## src/logic/reset_init_pkg.sv

```systemverilog
// Purpose: shared constants and types for the reset state initializer
// Assumes: 8-bit managed registers, APB with 32-bit data, 12-bit address
// Notes: reset values are per managed register, indexed by register slot
package reset_init_pkg;
	localparam int NUM_REGS = 8;
	localparam int ADDR_W = 12;
	localparam int NUM_EVT = 5;

	// managed register slots, byte address is slot * 4
	localparam int IDX_PC_LOW = 0;
	localparam int IDX_STACK = 1;
	localparam int IDX_INT_CTRL = 2;
	localparam int IDX_TIMER_CTRL = 3;
	localparam int IDX_PORT_DIR = 4;
	localparam int IDX_ANALOG_SEL = 5;
	localparam int IDX_COUNTER_CTRL = 6;
	localparam int IDX_SCRATCH = 7;

	localparam logic [ADDR_W-1:0] OFS_FLAGS = 12'h020;
	localparam logic [ADDR_W-1:0] OFS_EVT_STATUS = 12'h024;
	localparam logic [ADDR_W-1:0] OFS_EVT_CLEAR = 12'h028;
	localparam logic [ADDR_W-1:0] OFS_EVT_ENABLE = 12'h02C;

	localparam int FLAG_TIME_OUT_BIT = 0;
	localparam int FLAG_POWER_DOWN_BIT = 1;

	localparam int EVT_POWER_ON = 0;
	localparam int EVT_LOW_VOLT = 1;
	localparam int EVT_WATCH_RUN = 2;
	localparam int EVT_WATCH_HALT = 3;
	localparam int EVT_SLEEP = 4;
	localparam logic [NUM_EVT-1:0] EVT_STATUS_RESET = 5'h01;
	localparam logic [NUM_EVT-1:0] EVT_ENABLE_RESET = 5'h00;

	localparam logic [7:0] STACK_TOP = 8'h07;
	localparam logic [7:0] ZERO_BYTE = 8'h00;
	localparam logic [7:0] ALL_INPUT = 8'hFF;
	localparam logic [7:0] ALL_ANALOG = 8'hFF;

	// power-on and low-voltage column
	localparam logic [7:0] POR_VAL [NUM_REGS] = '{8'h00, STACK_TOP, 8'h00, 8'h00,
		ALL_INPUT, ALL_ANALOG, 8'h53, 8'h00};
	// bits kept by a watchdog overflow in normal or slow mode
	localparam logic [7:0] NORM_KEEP [NUM_REGS] = '{8'h00, 8'h00, 8'h00, 8'h00,
		8'h00, 8'h00, 8'h00, 8'hFF};
	// bits kept by a watchdog overflow in idle or sleep mode
	localparam logic [7:0] HALT_KEEP [NUM_REGS] = '{8'h00, 8'h00, 8'hFF, 8'hFF,
		8'hFF, 8'hFF, 8'hFF, 8'hFF};
	localparam logic [7:0] HALT_VAL [NUM_REGS] = '{8'h00, 8'h00, 8'h00, 8'h00,
		8'h00, 8'h00, 8'h00, 8'h00};

	typedef enum logic [1:0] {KIND_NONE, KIND_FULL, KIND_NORMAL, KIND_HALT} reset_kind_t;
endpackage : reset_init_pkg

```

## src/logic/reset_apply_if.sv

```systemverilog
// Purpose: carries the reset kind from the sequencer to the register slots
// Assumes: kind is a one-cycle request, KIND_NONE when idle
// Notes: write strobe and data share the carrier
`timescale 1ns/1ns
interface reset_apply_if;
	reset_init_pkg::reset_kind_t kind;
	logic [reset_init_pkg::NUM_REGS-1:0] wr_en;
	logic [7:0] wr_data;
	modport ctrl (output kind, output wr_en, output wr_data);
	modport unit (input kind, input wr_en, input wr_data);
endinterface : reset_apply_if

```

## src/logic/reset_value_unit.sv

```systemverilog
// Purpose: one managed register with its three reset columns
// Assumes: reset request and software write never meet; reset wins if they do
// Notes: slot number selects the column constants
`timescale 1ns/1ns
module reset_value_unit #(
	parameter int IDX = 0
) (
	input wire logic pclk, // system clock
	input wire logic presetn, // power-on reset, active low
	reset_apply_if.unit rk, // reset kind and write strobes
	output logic [7:0] value // current register value
);
	logic [7:0] value_reg;
	logic [7:0] value_next;
	wire [7:0] full_v = reset_init_pkg::POR_VAL[IDX];
	wire [7:0] norm_v = (value_reg & reset_init_pkg::NORM_KEEP[IDX])
		| (reset_init_pkg::POR_VAL[IDX] & ~reset_init_pkg::NORM_KEEP[IDX]);
	wire [7:0] halt_v = (value_reg & reset_init_pkg::HALT_KEEP[IDX])
		| (reset_init_pkg::HALT_VAL[IDX] & ~reset_init_pkg::HALT_KEEP[IDX]);
	wire [7:0] sw_v = rk.wr_en[IDX] ? rk.wr_data : value_reg;

	always_comb begin
		unique case (rk.kind)
			reset_init_pkg::KIND_FULL: value_next = full_v;
			reset_init_pkg::KIND_NORMAL: value_next = norm_v;
			reset_init_pkg::KIND_HALT: value_next = halt_v;
			reset_init_pkg::KIND_NONE: value_next = sw_v;
		endcase
	end

	always_ff @(posedge pclk or negedge presetn) begin
		if (!presetn) begin
			value_reg <= reset_init_pkg::POR_VAL[IDX];
		end else begin
			value_reg <= value_next;
		end
	end

	assign value = value_reg;
endmodule : reset_value_unit

```

## src/logic/reset_state_initializer.sv

```systemverilog
// Purpose: applies reset state and reset-cause flags per reset cause
// Assumes: cause inputs are one-cycle pulses synchronous to pclk
// Notes: presetn is the power-on reset; APB slave, zero wait states
`timescale 1ns/1ns
// Overview of operation
// - keep time-out and power-down cause flags
// - power-on clears flags; low-voltage keeps them
// - run-mode watchdog overflow sets time-out only
// - halt-mode watchdog overflow sets both flags
// - power-on disables every interrupt source
// - power-on clears watchdog, counting starts
// - power-on leaves timer switched off
// - power-on: pins inputs, analog pins converter
// - power-on: counter zero, stack at top
// - registers take the column of reset type
// - halt-mode overflow zeroes counter and stack
module reset_state_initializer (
	input wire logic pclk, // system clock, 100 MHz
	input wire logic presetn, // power-on reset, active low
	input wire logic [reset_init_pkg::ADDR_W-1:0] paddr, // apb address
	input wire logic psel, // apb select
	input wire logic penable, // apb enable
	input wire logic pwrite, // apb direction
	input wire logic [31:0] pwdata, // apb write data
	output logic [31:0] prdata, // apb read data
	output logic pready, // apb ready
	output logic pslverr, // apb error on unmapped address
	input wire logic low_voltage_reset, // low-voltage reset pulse
	input wire logic watchdog_overflow, // watchdog overflow pulse
	input wire logic halt_mode, // high in idle or sleep mode
	input wire logic sleep_enter, // pulse on idle or sleep entry
	output logic time_out_flag, // watchdog time-out cause flag
	output logic power_down_flag, // power-down cause flag
	output logic [7:0] program_counter_low_byte, // program counter low byte
	output logic [7:0] stack_pointer, // stack pointer
	output logic [7:0] int_enable, // interrupt source enables
	output logic [7:0] timer_control, // timer/event counter control
	output logic [7:0] port_direction, // port direction, 1 is input
	output logic [7:0] analog_input_pins, // converter pin select
	output logic [7:0] counter_control, // watchdog control
	output logic watchdog_overflow_counter_clear, // clears watchdog counter
	output logic irq // level interrupt
);
	localparam int N = reset_init_pkg::NUM_REGS;
	localparam int NE = reset_init_pkg::NUM_EVT;

	reset_apply_if rk ();

	logic [7:0] reg_val [N];
	logic time_out_reg;
	logic time_out_next;
	logic power_down_reg;
	logic power_down_next;
	logic [NE-1:0] evt_status_reg;
	logic [NE-1:0] evt_status_next;
	logic [NE-1:0] evt_enable_reg;
	logic [NE-1:0] evt_enable_next;
	logic [31:0] prdata_reg;
	logic [31:0] prdata_next;
	logic counter_clear_reg;
	logic power_on_pending_reg;

	function automatic logic is_slot(input logic [reset_init_pkg::ADDR_W-1:0] a);
		is_slot = (a[1:0] == 2'b00) && (a[reset_init_pkg::ADDR_W-1:2] < N);
	endfunction : is_slot

	function automatic logic is_mapped(input logic [reset_init_pkg::ADDR_W-1:0] a);
		is_mapped = is_slot(a) || a == reset_init_pkg::OFS_FLAGS
			|| a == reset_init_pkg::OFS_EVT_STATUS || a == reset_init_pkg::OFS_EVT_CLEAR
			|| a == reset_init_pkg::OFS_EVT_ENABLE;
	endfunction : is_mapped

	// cause decode; low voltage outranks a coincident watchdog overflow
	wire watch_run = watchdog_overflow && !low_voltage_reset && !halt_mode;
	wire watch_halt = watchdog_overflow && !low_voltage_reset && halt_mode;
	wire sleep_only = sleep_enter && !low_voltage_reset && !watchdog_overflow;

	// apb decode
	wire setup = psel && !penable;
	wire access = psel && penable;
	wire wr_access = access && pwrite && is_mapped(paddr);
	wire [reset_init_pkg::ADDR_W-3:0] slot = paddr[reset_init_pkg::ADDR_W-1:2];
	wire wr_slot = wr_access && is_slot(paddr);
	wire wr_clear = wr_access && paddr == reset_init_pkg::OFS_EVT_CLEAR;
	wire wr_enable = wr_access && paddr == reset_init_pkg::OFS_EVT_ENABLE;

	assign rk.kind = low_voltage_reset ? reset_init_pkg::KIND_FULL
		: watch_run ? reset_init_pkg::KIND_NORMAL
		: watch_halt ? reset_init_pkg::KIND_HALT
		: reset_init_pkg::KIND_NONE;
	assign rk.wr_data = pwdata[7:0];

	// one-hot strobe; is_slot has already bounded the slot number
	assign rk.wr_en = wr_slot ? N'(1) << slot : '0;

	genvar gi;
	generate
		for (gi = 0; gi < N; gi++) begin : g_slot
			reset_value_unit #(.IDX(gi)) u_slot (
				.pclk(pclk),
				.presetn(presetn),
				.rk(rk),
				.value(reg_val[gi])
			);
		end
	endgenerate

	// cause flags; a reset cause outranks sleep entry
	always_comb begin
		time_out_next = time_out_reg;
		power_down_next = power_down_reg;
		if (watch_run) begin
			time_out_next = 1'b1;
		end else if (watch_halt) begin
			time_out_next = 1'b1;
			power_down_next = 1'b1;
		end else if (sleep_only) begin
			time_out_next = 1'b0;
			power_down_next = 1'b1;
		end
	end

	// event sticky bits; a set in the clearing cycle survives
	wire [NE-1:0] evt_set = {sleep_only, watch_halt, watch_run, low_voltage_reset,
		power_on_pending_reg};
	wire [NE-1:0] evt_clr = wr_clear ? pwdata[NE-1:0] : '0;
	assign evt_status_next = (evt_status_reg & ~evt_clr) | evt_set;
	assign evt_enable_next = wr_enable ? pwdata[NE-1:0] : evt_enable_reg;

	wire [31:0] flags_word = {30'h0, power_down_reg, time_out_reg};
	wire [31:0] slot_word = {24'h0, reg_val[slot[2:0]]};
	always_comb begin
		prdata_next = 32'h0000_0000;
		if (is_slot(paddr)) begin
			prdata_next = slot_word;
		end else if (paddr == reset_init_pkg::OFS_FLAGS) begin
			prdata_next = flags_word;
		end else if (paddr == reset_init_pkg::OFS_EVT_STATUS) begin
			prdata_next = {27'h0, evt_status_reg};
		end else if (paddr == reset_init_pkg::OFS_EVT_ENABLE) begin
			prdata_next = {27'h0, evt_enable_reg};
		end
	end

	always_ff @(posedge pclk or negedge presetn) begin
		if (!presetn) begin
			time_out_reg <= 1'b0;
			power_down_reg <= 1'b0;
		end else begin
			time_out_reg <= time_out_next;
			power_down_reg <= power_down_next;
		end
	end

	always_ff @(posedge pclk or negedge presetn) begin
		if (!presetn) begin
			evt_status_reg <= reset_init_pkg::EVT_STATUS_RESET;
			evt_enable_reg <= reset_init_pkg::EVT_ENABLE_RESET;
		end else begin
			evt_status_reg <= evt_status_next;
			evt_enable_reg <= evt_enable_next;
		end
	end

	// read data captured in setup so the access phase sees a flop
	always_ff @(posedge pclk or negedge presetn) begin
		if (!presetn) begin
			prdata_reg <= 32'h0000_0000;
		end else if (setup) begin
			prdata_reg <= prdata_next;
		end
	end

	// watchdog counter cleared right after power-on and every reset cause
	always_ff @(posedge pclk or negedge presetn) begin
		if (!presetn) begin
			power_on_pending_reg <= 1'b1;
			counter_clear_reg <= 1'b1;
		end else begin
			power_on_pending_reg <= 1'b0;
			counter_clear_reg <= low_voltage_reset || watchdog_overflow;
		end
	end

	assign prdata = prdata_reg;
	assign pready = 1'b1;
	assign pslverr = access && !is_mapped(paddr);
	assign irq = |(evt_status_reg & evt_enable_reg);
	assign time_out_flag = time_out_reg;
	assign power_down_flag = power_down_reg;
	assign program_counter_low_byte = reg_val[reset_init_pkg::IDX_PC_LOW];
	assign stack_pointer = reg_val[reset_init_pkg::IDX_STACK];
	assign int_enable = reg_val[reset_init_pkg::IDX_INT_CTRL];
	assign timer_control = reg_val[reset_init_pkg::IDX_TIMER_CTRL];
	assign port_direction = reg_val[reset_init_pkg::IDX_PORT_DIR];
	assign analog_input_pins = reg_val[reset_init_pkg::IDX_ANALOG_SEL];
	assign counter_control = reg_val[reset_init_pkg::IDX_COUNTER_CTRL];
	assign watchdog_overflow_counter_clear = counter_clear_reg;

	// checks
	chk_low_volt_flags: assert property (@(posedge pclk) disable iff (!presetn)
		low_voltage_reset |=> time_out_flag == $past(time_out_flag)
			&& power_down_flag == $past(power_down_flag))
		else $error("flags changed on low-voltage reset");

	chk_run_overflow_flags: assert property (@(posedge pclk) disable iff (!presetn)
		watchdog_overflow && !halt_mode && !low_voltage_reset
		|=> time_out_flag && power_down_flag == $past(power_down_flag))
		else $error("run overflow flags wrong");

	chk_halt_overflow_flags: assert property (@(posedge pclk) disable iff (!presetn)
		watchdog_overflow && halt_mode && !low_voltage_reset
		|=> time_out_flag && power_down_flag)
		else $error("halt overflow flags wrong");

	chk_sleep_entry_flags: assert property (@(posedge pclk) disable iff (!presetn)
		sleep_enter && !watchdog_overflow && !low_voltage_reset
		|=> power_down_flag && !time_out_flag)
		else $error("sleep entry flags wrong");

	chk_halt_pc_stack: assert property (@(posedge pclk) disable iff (!presetn)
		watchdog_overflow && halt_mode && !low_voltage_reset
		|=> program_counter_low_byte == 8'h00 && stack_pointer == 8'h00
			&& int_enable == $past(int_enable))
		else $error("halt overflow state wrong");

	chk_full_int_off: assert property (@(posedge pclk) disable iff (!presetn)
		low_voltage_reset |=> int_enable == 8'h00 && !irq || $past(evt_enable_reg) != 5'h00)
		else $error("interrupts not disabled");

	chk_full_timer_off: assert property (@(posedge pclk) disable iff (!presetn)
		low_voltage_reset |=> timer_control == 8'h00)
		else $error("timer not off");

	chk_full_ports_in: assert property (@(posedge pclk) disable iff (!presetn)
		low_voltage_reset |=> port_direction == 8'hFF && analog_input_pins == 8'hFF)
		else $error("ports not inputs");

	chk_full_pc_stack: assert property (@(posedge pclk) disable iff (!presetn)
		low_voltage_reset |=> program_counter_low_byte == 8'h00 && stack_pointer == 8'h07)
		else $error("counter or stack wrong");

	chk_counter_clear: assert property (@(posedge pclk) disable iff (!presetn)
		low_voltage_reset ##1 !low_voltage_reset && !watchdog_overflow
		|-> watchdog_overflow_counter_clear ##1 !watchdog_overflow_counter_clear)
		else $error("watchdog clear pulse wrong");

	chk_run_keep_scratch: assert property (@(posedge pclk) disable iff (!presetn)
		watchdog_overflow && !halt_mode && !low_voltage_reset
		|=> counter_control == 8'h53 && $stable(reg_val[reset_init_pkg::IDX_SCRATCH]))
		else $error("run overflow column wrong");

	chk_apb_unmapped: assert property (@(posedge pclk) disable iff (!presetn)
		psel && penable && paddr == 12'h040 |-> pslverr)
		else $error("unmapped access not flagged");

	chk_quiet_flags: assert property (@(posedge pclk) disable iff (!presetn)
		!watchdog_overflow && !sleep_enter
		|=> $stable(time_out_flag) && $stable(power_down_flag))
		else $error("flags moved with no cause");

	chk_run_column: assert property (@(posedge pclk) disable iff (!presetn)
		watchdog_overflow && !halt_mode && !low_voltage_reset
		|=> program_counter_low_byte == 8'h00 && stack_pointer == reset_init_pkg::STACK_TOP
			&& int_enable == 8'h00 && port_direction == 8'hFF)
		else $error("run overflow reset values wrong");

	chk_halt_keep_rest: assert property (@(posedge pclk) disable iff (!presetn)
		watchdog_overflow && halt_mode && !low_voltage_reset
		|=> $stable(timer_control) && $stable(port_direction)
			&& $stable(analog_input_pins) && $stable(counter_control))
		else $error("halt overflow touched kept state");

	// first edge after power-on: clear pulse ends, power-on event stays recorded
	chk_power_on_start: assert property (@(posedge pclk) disable iff (!presetn)
		$rose(presetn) && !low_voltage_reset && !watchdog_overflow
		|-> watchdog_overflow_counter_clear ##1 !watchdog_overflow_counter_clear
			&& evt_status_reg[reset_init_pkg::EVT_POWER_ON])
		else $error("power-on start wrong");

	chk_watch_clear: assert property (@(posedge pclk) disable iff (!presetn)
		watchdog_overflow |=> watchdog_overflow_counter_clear)
		else $error("watchdog clear missing after overflow");

	chk_low_volt_status: assert property (@(posedge pclk) disable iff (!presetn)
		low_voltage_reset |=> evt_status_reg[reset_init_pkg::EVT_LOW_VOLT])
		else $error("low-voltage event not recorded");

	// software side of the event registers
	chk_event_clear: assert property (@(posedge pclk) disable iff (!presetn)
		wr_clear |=> (evt_status_reg & $past(evt_clr) & ~$past(evt_set)) == 5'h00)
		else $error("event clear did not take");

	chk_enable_write: assert property (@(posedge pclk) disable iff (!presetn)
		wr_enable |=> evt_enable_reg == $past(pwdata[NE-1:0]))
		else $error("enable write did not take");

	cov_run_overflow: cover property (@(posedge pclk) disable iff (!presetn)
		watchdog_overflow && !halt_mode ##1 time_out_flag);
	cov_halt_overflow: cover property (@(posedge pclk) disable iff (!presetn)
		watchdog_overflow && halt_mode ##1 power_down_flag && time_out_flag);
	cov_irq_raised: cover property (@(posedge pclk) disable iff (!presetn)
		!irq ##1 irq);
	cov_sleep_entry: cover property (@(posedge pclk) disable iff (!presetn)
		sleep_enter ##1 power_down_flag && !time_out_flag);
	cov_low_volt: cover property (@(posedge pclk) disable iff (!presetn)
		low_voltage_reset ##1 watchdog_overflow_counter_clear);
endmodule : reset_state_initializer

```

## config.mk

```make
export PLATFORM = sky130hd
export DESIGN_NAME = reset_state_initializer
export DESIGN_NICKNAME = d
export VERILOG_FILES = /design/src/logic/reset_init_pkg.sv /design/src/logic/reset_apply_if.sv /design/src/logic/reset_value_unit.sv /design/src/logic/reset_state_initializer.sv
export SDC_FILE = /design/constraint.sdc
export NUM_CORES = 1
export LEC_CHECK = 0
export BUFFER_PORTS_ARGS = -buffer_cell sky130_fd_sc_hd__buf_2
export CAP_MARGIN = 20
export CORE_MARGIN = 2
export CORE_UTILIZATION = 40
export CTS_CLUSTER_DIAMETER = 30
export DETAILED_ROUTE_END_ITERATION = 6
export PLACE_DENSITY_LB_ADDON = 0.12
export SYNTH_ARGS = -nofsm -noshare
export SYNTH_HDL_FRONTEND = slang
export SYNTH_SLANG_ARGS = --single-unit
```

## constraint.sdc

```tcl
create_clock -name pclk -period 1.94 [get_ports pclk]
set_input_delay 0.388 -clock pclk [delete_from_list [all_inputs] [get_ports pclk]]
set_output_delay 0.388 -clock pclk [all_outputs]
set_load 0.02 [all_outputs]
```

Word level (Yosys, flattened, before mapping)

Index checks and enable logic that the tools add are counted.

Register bits: 110
Input bits: 53
Output and inout port bits: 94
Logic and storage cells: 113

Eq/ne operators: 15
Bitwise logic cells: 8
Multiplexer cells: 33
Shifts and indexed selects: 1
Order comparisons: 2
Reductions and logical operators: 39

Operator list:

| cell                   | count |
|---|---|
| $pmux W8 S2            | 7 |
| $mux W8                | 11 |
| $mux W32               | 2 |
| $eq A12 B6 Y1 const B  | 4 |
| $bmux W8 S3            | 1 |
| $pmux W8 S3            | 1 |
| $ne A2 B1 Y1 const B   | 8 |
| $mux W5                | 3 |
| $logic_and A1 B1 Y1    | 14 |
| $reduce_and A2 Y1      | 7 |
| $and A5 B5 Y5          | 2 |
| $lt A10 B4 Y1 const B  | 1 |
| $shl A1 B10 Y8 const A | 1 |
| $mux W2                | 3 |
| $logic_not A1 Y1       | 5 |
| $logic_or A1 B1 Y1     | 5 |
| $mux W1                | 5 |
| $not A5 Y5             | 1 |
| $or A5 B5 Y5           | 1 |
| $reduce_or A5 Y1       | 1 |
| $eq A2 B2 Y1 const B   | 2 |
| $ge A4 B4 Y1 const B   | 1 |
| $logic_not A2 Y1       | 2 |
| $not A3 Y4             | 1 |
| other kinds (6)        | 9 |

Logic depth before layout (Yosys ltp)

Depth after elaboration: 12
Gate-level depth with buffers: 6
Mapped depth without buffers: 5

By module

Synthesis repeated with hierarchy kept, for this count alone.

Cell total of the unflattened synthesis: 416
Area, all modules: 5027.3 um^2

Modules (own cells, without submodules):

| module                                  | area each (um^2) | times used | cells an instance | seq. area each (um^2) |
|---|---|---|---|---|
| reset_state_initializer                 | 1844.3           | 1          | 172               | 554.3 |
| reset_value_unit (g_slot[2].u_slot ...) | 437.9            | 2          | 29                | 200.2 |
| reset_value_unit (g_slot[4].u_slot ...) | 381.6            | 2          | 27                | 210.2 |
| reset_value_unit (g_slot[7].u_slot)     | 479.2            | 1          | 45                | 200.2 |
| reset_value_unit (g_slot[6].u_slot)     | 384.1            | 1          | 32                | 205.2 |
| reset_value_unit (g_slot[1].u_slot)     | 345.3            | 1          | 28                | 203.9 |
| reset_value_unit (g_slot[0].u_slot)     | 335.3            | 1          | 27                | 200.2 |

Worst setup path before layout

Ideal clock, no wire load.

Path type: input to register
Start point: input paddr[4] (netlist name)
End point: register evt_enable_reg[0]
Path slack: -0.117 ns
Setup time: 0.125 ns
Data required time: 1.815 ns
Arrival time: 1.932 ns
Stages: 5
Buffers on the path: 1
Cells stage by stage: or4b_4 nor4b_4 and3_1 buf_6 mux2_2

Cells in the longest elaborated chain, start to end: 8
Elaborated cells on any way between the ends: 12
Classes of those cells: 1 x order compare; 4 x eq/ne; 7 x reduce/logical

Ends and longest elaborated chain:

| item                            | RTL line                       | RTL |
|---|---|---|
| start: declaration              | reset_state_initializer.sv:20  | `input wire logic [reset_init_pkg::ADDR_W-1:0] paddr,` |
| $lt A10 B4 Y1                   | reset_state_initializer.sv:64  | `is_slot = (a[1:0] == 2'b00) && (a[reset_init_pkg::ADDR_W-1:2] < N);` |
| $logic_and A1 B1 Y1             | reset_state_initializer.sv:64  |  |
| $logic_or A1 B1 Y1              | reset_state_initializer.sv:68  | `is_mapped = is_slot(a) \|\| a == reset_init_pkg::OFS_FLAGS` |
| $logic_or A1 B1 Y1 (2 in a row) | reset_state_initializer.sv:69  | `\|\| a == reset_init_pkg::OFS_EVT_STATUS \|\| a == reset_init_pkg::OFS_EVT_CLEAR` |
| $logic_or A1 B1 Y1              | reset_state_initializer.sv:70  | `\|\| a == reset_init_pkg::OFS_EVT_ENABLE;` |
| $logic_and A1 B1 Y1             | reset_state_initializer.sv:81  | `wire wr_access = access && pwrite && is_mapped(paddr);` |
| $logic_and A1 B1 Y1 *           | reset_state_initializer.sv:85  | `wire wr_enable = wr_access && paddr == reset_init_pkg::OFS_EVT_ENABLE;` |
| end signal: assignment          | reset_state_initializer.sv:158 | `evt_enable_reg <= reset_init_pkg::EVT_ENABLE_RESET;` |
| end signal: assignment          | reset_state_initializer.sv:161 | `evt_enable_reg <= evt_enable_next;` |
| end: declaration                | reset_state_initializer.sv:56  | `logic [NE-1:0] evt_enable_reg;` |

Mark *: on every way between the ends. The rest lies on a longest branch, timed or not.
A chain may end at the register's enable or synchronous reset.

Final worst setup path

Start point: input paddr[1] (netlist name)
End point: register evt_enable_reg[0]

Cells in the longest elaborated chain, start to end: 8
Elaborated cells on any way between the ends: 12
Classes of those cells: 4 x eq/ne; 8 x reduce/logical

Ends and longest elaborated chain:

| item                                                  | RTL line |
|---|---|
| branches (longest 7 deep; another with $eq A12 B6 Y1) | n/a |
| $logic_and A1 B1 Y1 *                                 | reset_state_initializer.sv:85 |

Every way passes the cells marked *.

==> metrics.cfg <==
[power]
p_leak_nw=2.612
total_power_mw=3.991
power_density_nw_per_um2=696.1
ir_worst_vdd_mv=0.4458

[die]
dieArea_um2=12220
core_area_um2=10940
die_w_um=110.5
num_rows=38
fp.dieH_um=110.5
ios=147
start_util_pct=41.51

[finish]
layout-drive-gt1-share_pct=41.95
n_antenna_cell=0
fillers=983
final_cell_area_um2=5733
area_delta_synth_final_pct=26.30
largest_register_ffs=64
nNetsFinal=570

[clocking]
ctsHoldBuffers=0
cts.sinks=86
root_buffer=clkbuf_16
cts_buffers=9
insertion_delay_ns=0.34
post_cts_buffers=0
cts_tree=yes
cts.clk_slew.worst_paths_ns=0.06
clockBufferDepth=2
htreeDepth=3

[drt]
avgViaCountPerCell=5.308
vias=3514
wl_um=12270
drc=0
drt_iter0_drc=212
wl_per_cell_um=18.53
dr.pass1.iters=4
antenna_left=0

[sta]
period_share_pct=94.41
fmax_mhz=546.0
fin_skew_ns=0.004371
period_needed_ns=1.831
slew_viol_final=0
setup_viol=0
hold_viol_final=0
rsz0062_at_grt=false

[logic_synthesis]
synth-compound-area-share_pct=7.442
synth_top_family_by_area=multiplexers
syn_area_per_cell_um2=11.85
ys_ff_latch=86
synthXorXnorAreaFrac_pct=0
syn_inst=383
yosys_most_used_dff=dfrtp_1
async_flop_share_pct=100.0
yosysWarnings=0
muxShareOfSynthArea_pct=22.24
synthSimpleGateAreaFrac_pct=15.96
synth_area_um2=4539
synth_cell_types=48
synth_edf_count=0
synthAdderAreaFrac_pct=0
yosysSeqAreaShare_pct=48.13

[critical_path]
worstReg2RegStart=g_slot[0].u_slot.value[1]
crit_slowest_cell=or4b_4
reg2reg_setup_slack_ns=0.29
crit_buf_inv=1
crit_required_ns=2.16
cpLargestDelayFamily=simple AND/OR/NAND/NOR gates
critical_path_class=in2reg
crit_arrival_ns=2.05
crit_path_start_kind=primary input
cp_max_fo=5
timing.rr.end=prdata[1]
max_stage_delay_ns=0.54
reg2reg_depth=4
endpoint_kind=flop
startpoint=paddr[1]
path_cells=buf_2 > or4b_4 > nor4b_4 > and3_2 > mux2_2

[job]
drv_cap=0

[grt]
grt_max_degree=87
grt_pass1_vias=3557
grt_pass1_wl_um=19750
grt_overflow=0
grt_util_all_layers_pct=20.66
antenna_found_initial=0

[placement]
place_area_um2=5430
place_congestion=0.8407
place_hpwl_um=9117
port_buffers=97

[status]
status=finished, final reports clean

[hold_path]
hold_class=in2async

worst max-delay path by stage:
stage / to / depth (start not counted)
global route: evt_enable_reg[0] / 5
CTS: evt_enable_reg[2] / 5
detailed placement: evt_enable_reg[2] / 5
floorplan: evt_enable_reg[0] / 5
finish: evt_enable_reg[0] / 5
global placement: evt_enable_reg[2] / 5
Yosys cell counts, types with 4 or more instances:
master / count / share of area (%)
nor3_1: 8 / 0.88
mux4_2: 16 / 7.9
mux2i_1: 57 / 13
nand2_1: 55 / 4.5
buf_2: 7 / 0.77
dfrtp_1: 60 / 33
o32a_1: 13 / 2.9
o21ai_0: 6 / 0.66
or3_1: 4 / 0.55
clkbuf_1: 9 / 0.74
nand2b_1: 13 / 1.8
buf_4: 25 / 4.1
nand3_1: 9 / 0.99
mux2_2: 7 / 1.7
nor2_1: 15 / 1.2
dfstp_2: 26 / 15
cells by family (layout without fill, tap and decap cells):
family,Yosys count,in the layout
flops,86,86
other cells,2,26
compound gates,41,41
buf+inv,44,159
simple gates,130,130
mux,80,80
report_power, final:
| part | internal, mW | switching [mW] | total, mW |
|---|---|---|---|
| sequential | 1.82 | 0.0102 | 1.83 |
| combinational | 0.138 | 0.275 | 0.413 |
| clock | 1.06 | 0.690 | 1.75 |
through the flow:
stage	std cells	TNS [ns]	worst slack [ns]	hold WS, ns	utilization (%)
final	662	0	0.1085	0.08985	52.43
after global routing	662	0	0.06209	0.1240	52.43
after CTS	662	0	0.07257	0.1004	52.41
after detailed placement	646	-4.509	-0.2820	0.4646	49.66
after global placement	646	-5.833	-0.2328	0.4616	49.66
after floorplan	407	-0.5850	-0.1170	0.09241	-
worst register-to-register path, stage by stage, from the launching register on:
cell	delay (ns)
dfrtp_1	0.41
mux4_2	0.49
mux2_2	0.31
a22oi_1	0.22
a21oi_1	0.09
repair_timing:
| item | 4_1_cts | 5_1_grt |
|---|---|---|
| endpoints found under the hold margin | 0 | 0 |
| resized for setup | 0 | 1 |
| setup endpoints to repair | 0 | 3 |
area by class of cell:
cell class / count / area [um2] / share of cell area, %
inverter: 2 / 7.507 / 0.1309
timing repair buffer: 141 / 893.4 / 15.58
multi-input combinational: 277 / 2171 / 37.87
sequential: 86 / 2185 / 38.11
clock buffer: 12 / 256.5 / 4.474
tap: 140 / 175.2 / 3.055
clock inverter: 4 / 45.04 / 0.7857
placed cells by master (no fill, tap or decap), types with 4 or more instances in the layout:
cell type	synthesis	routed
buf_2	7	96
dfrtp_1	60	60
mux2i_1	57	57
nand2_1	55	55
buf_4	25	39
conb_1	2	26
dfstp_2	26	26
mux4_2	16	16
nor2_1	15	15
nand2b_1	13	13
o32a_1	13	13
nand3_1	9	9
clkbuf_16	0	9
nor3_1	8	8
mux2_2	7	7
o21ai_0	6	6
buf_12	0	6
or3_1	4	4
per-layer routing:
metal | part of all wire [%] | up-vias | GRT usage, %
met5 | 0 | - | 0
met4 | 0.97 | 0 | 6.083
met3 | 6.1 | 7 | 4.995
met2 | 47 | 123 | 31.37
met1 | 46 | 1762 | 29.48
li1 | - | 1622 | -
No activity file was read; power rests on OpenSTA's default activity.
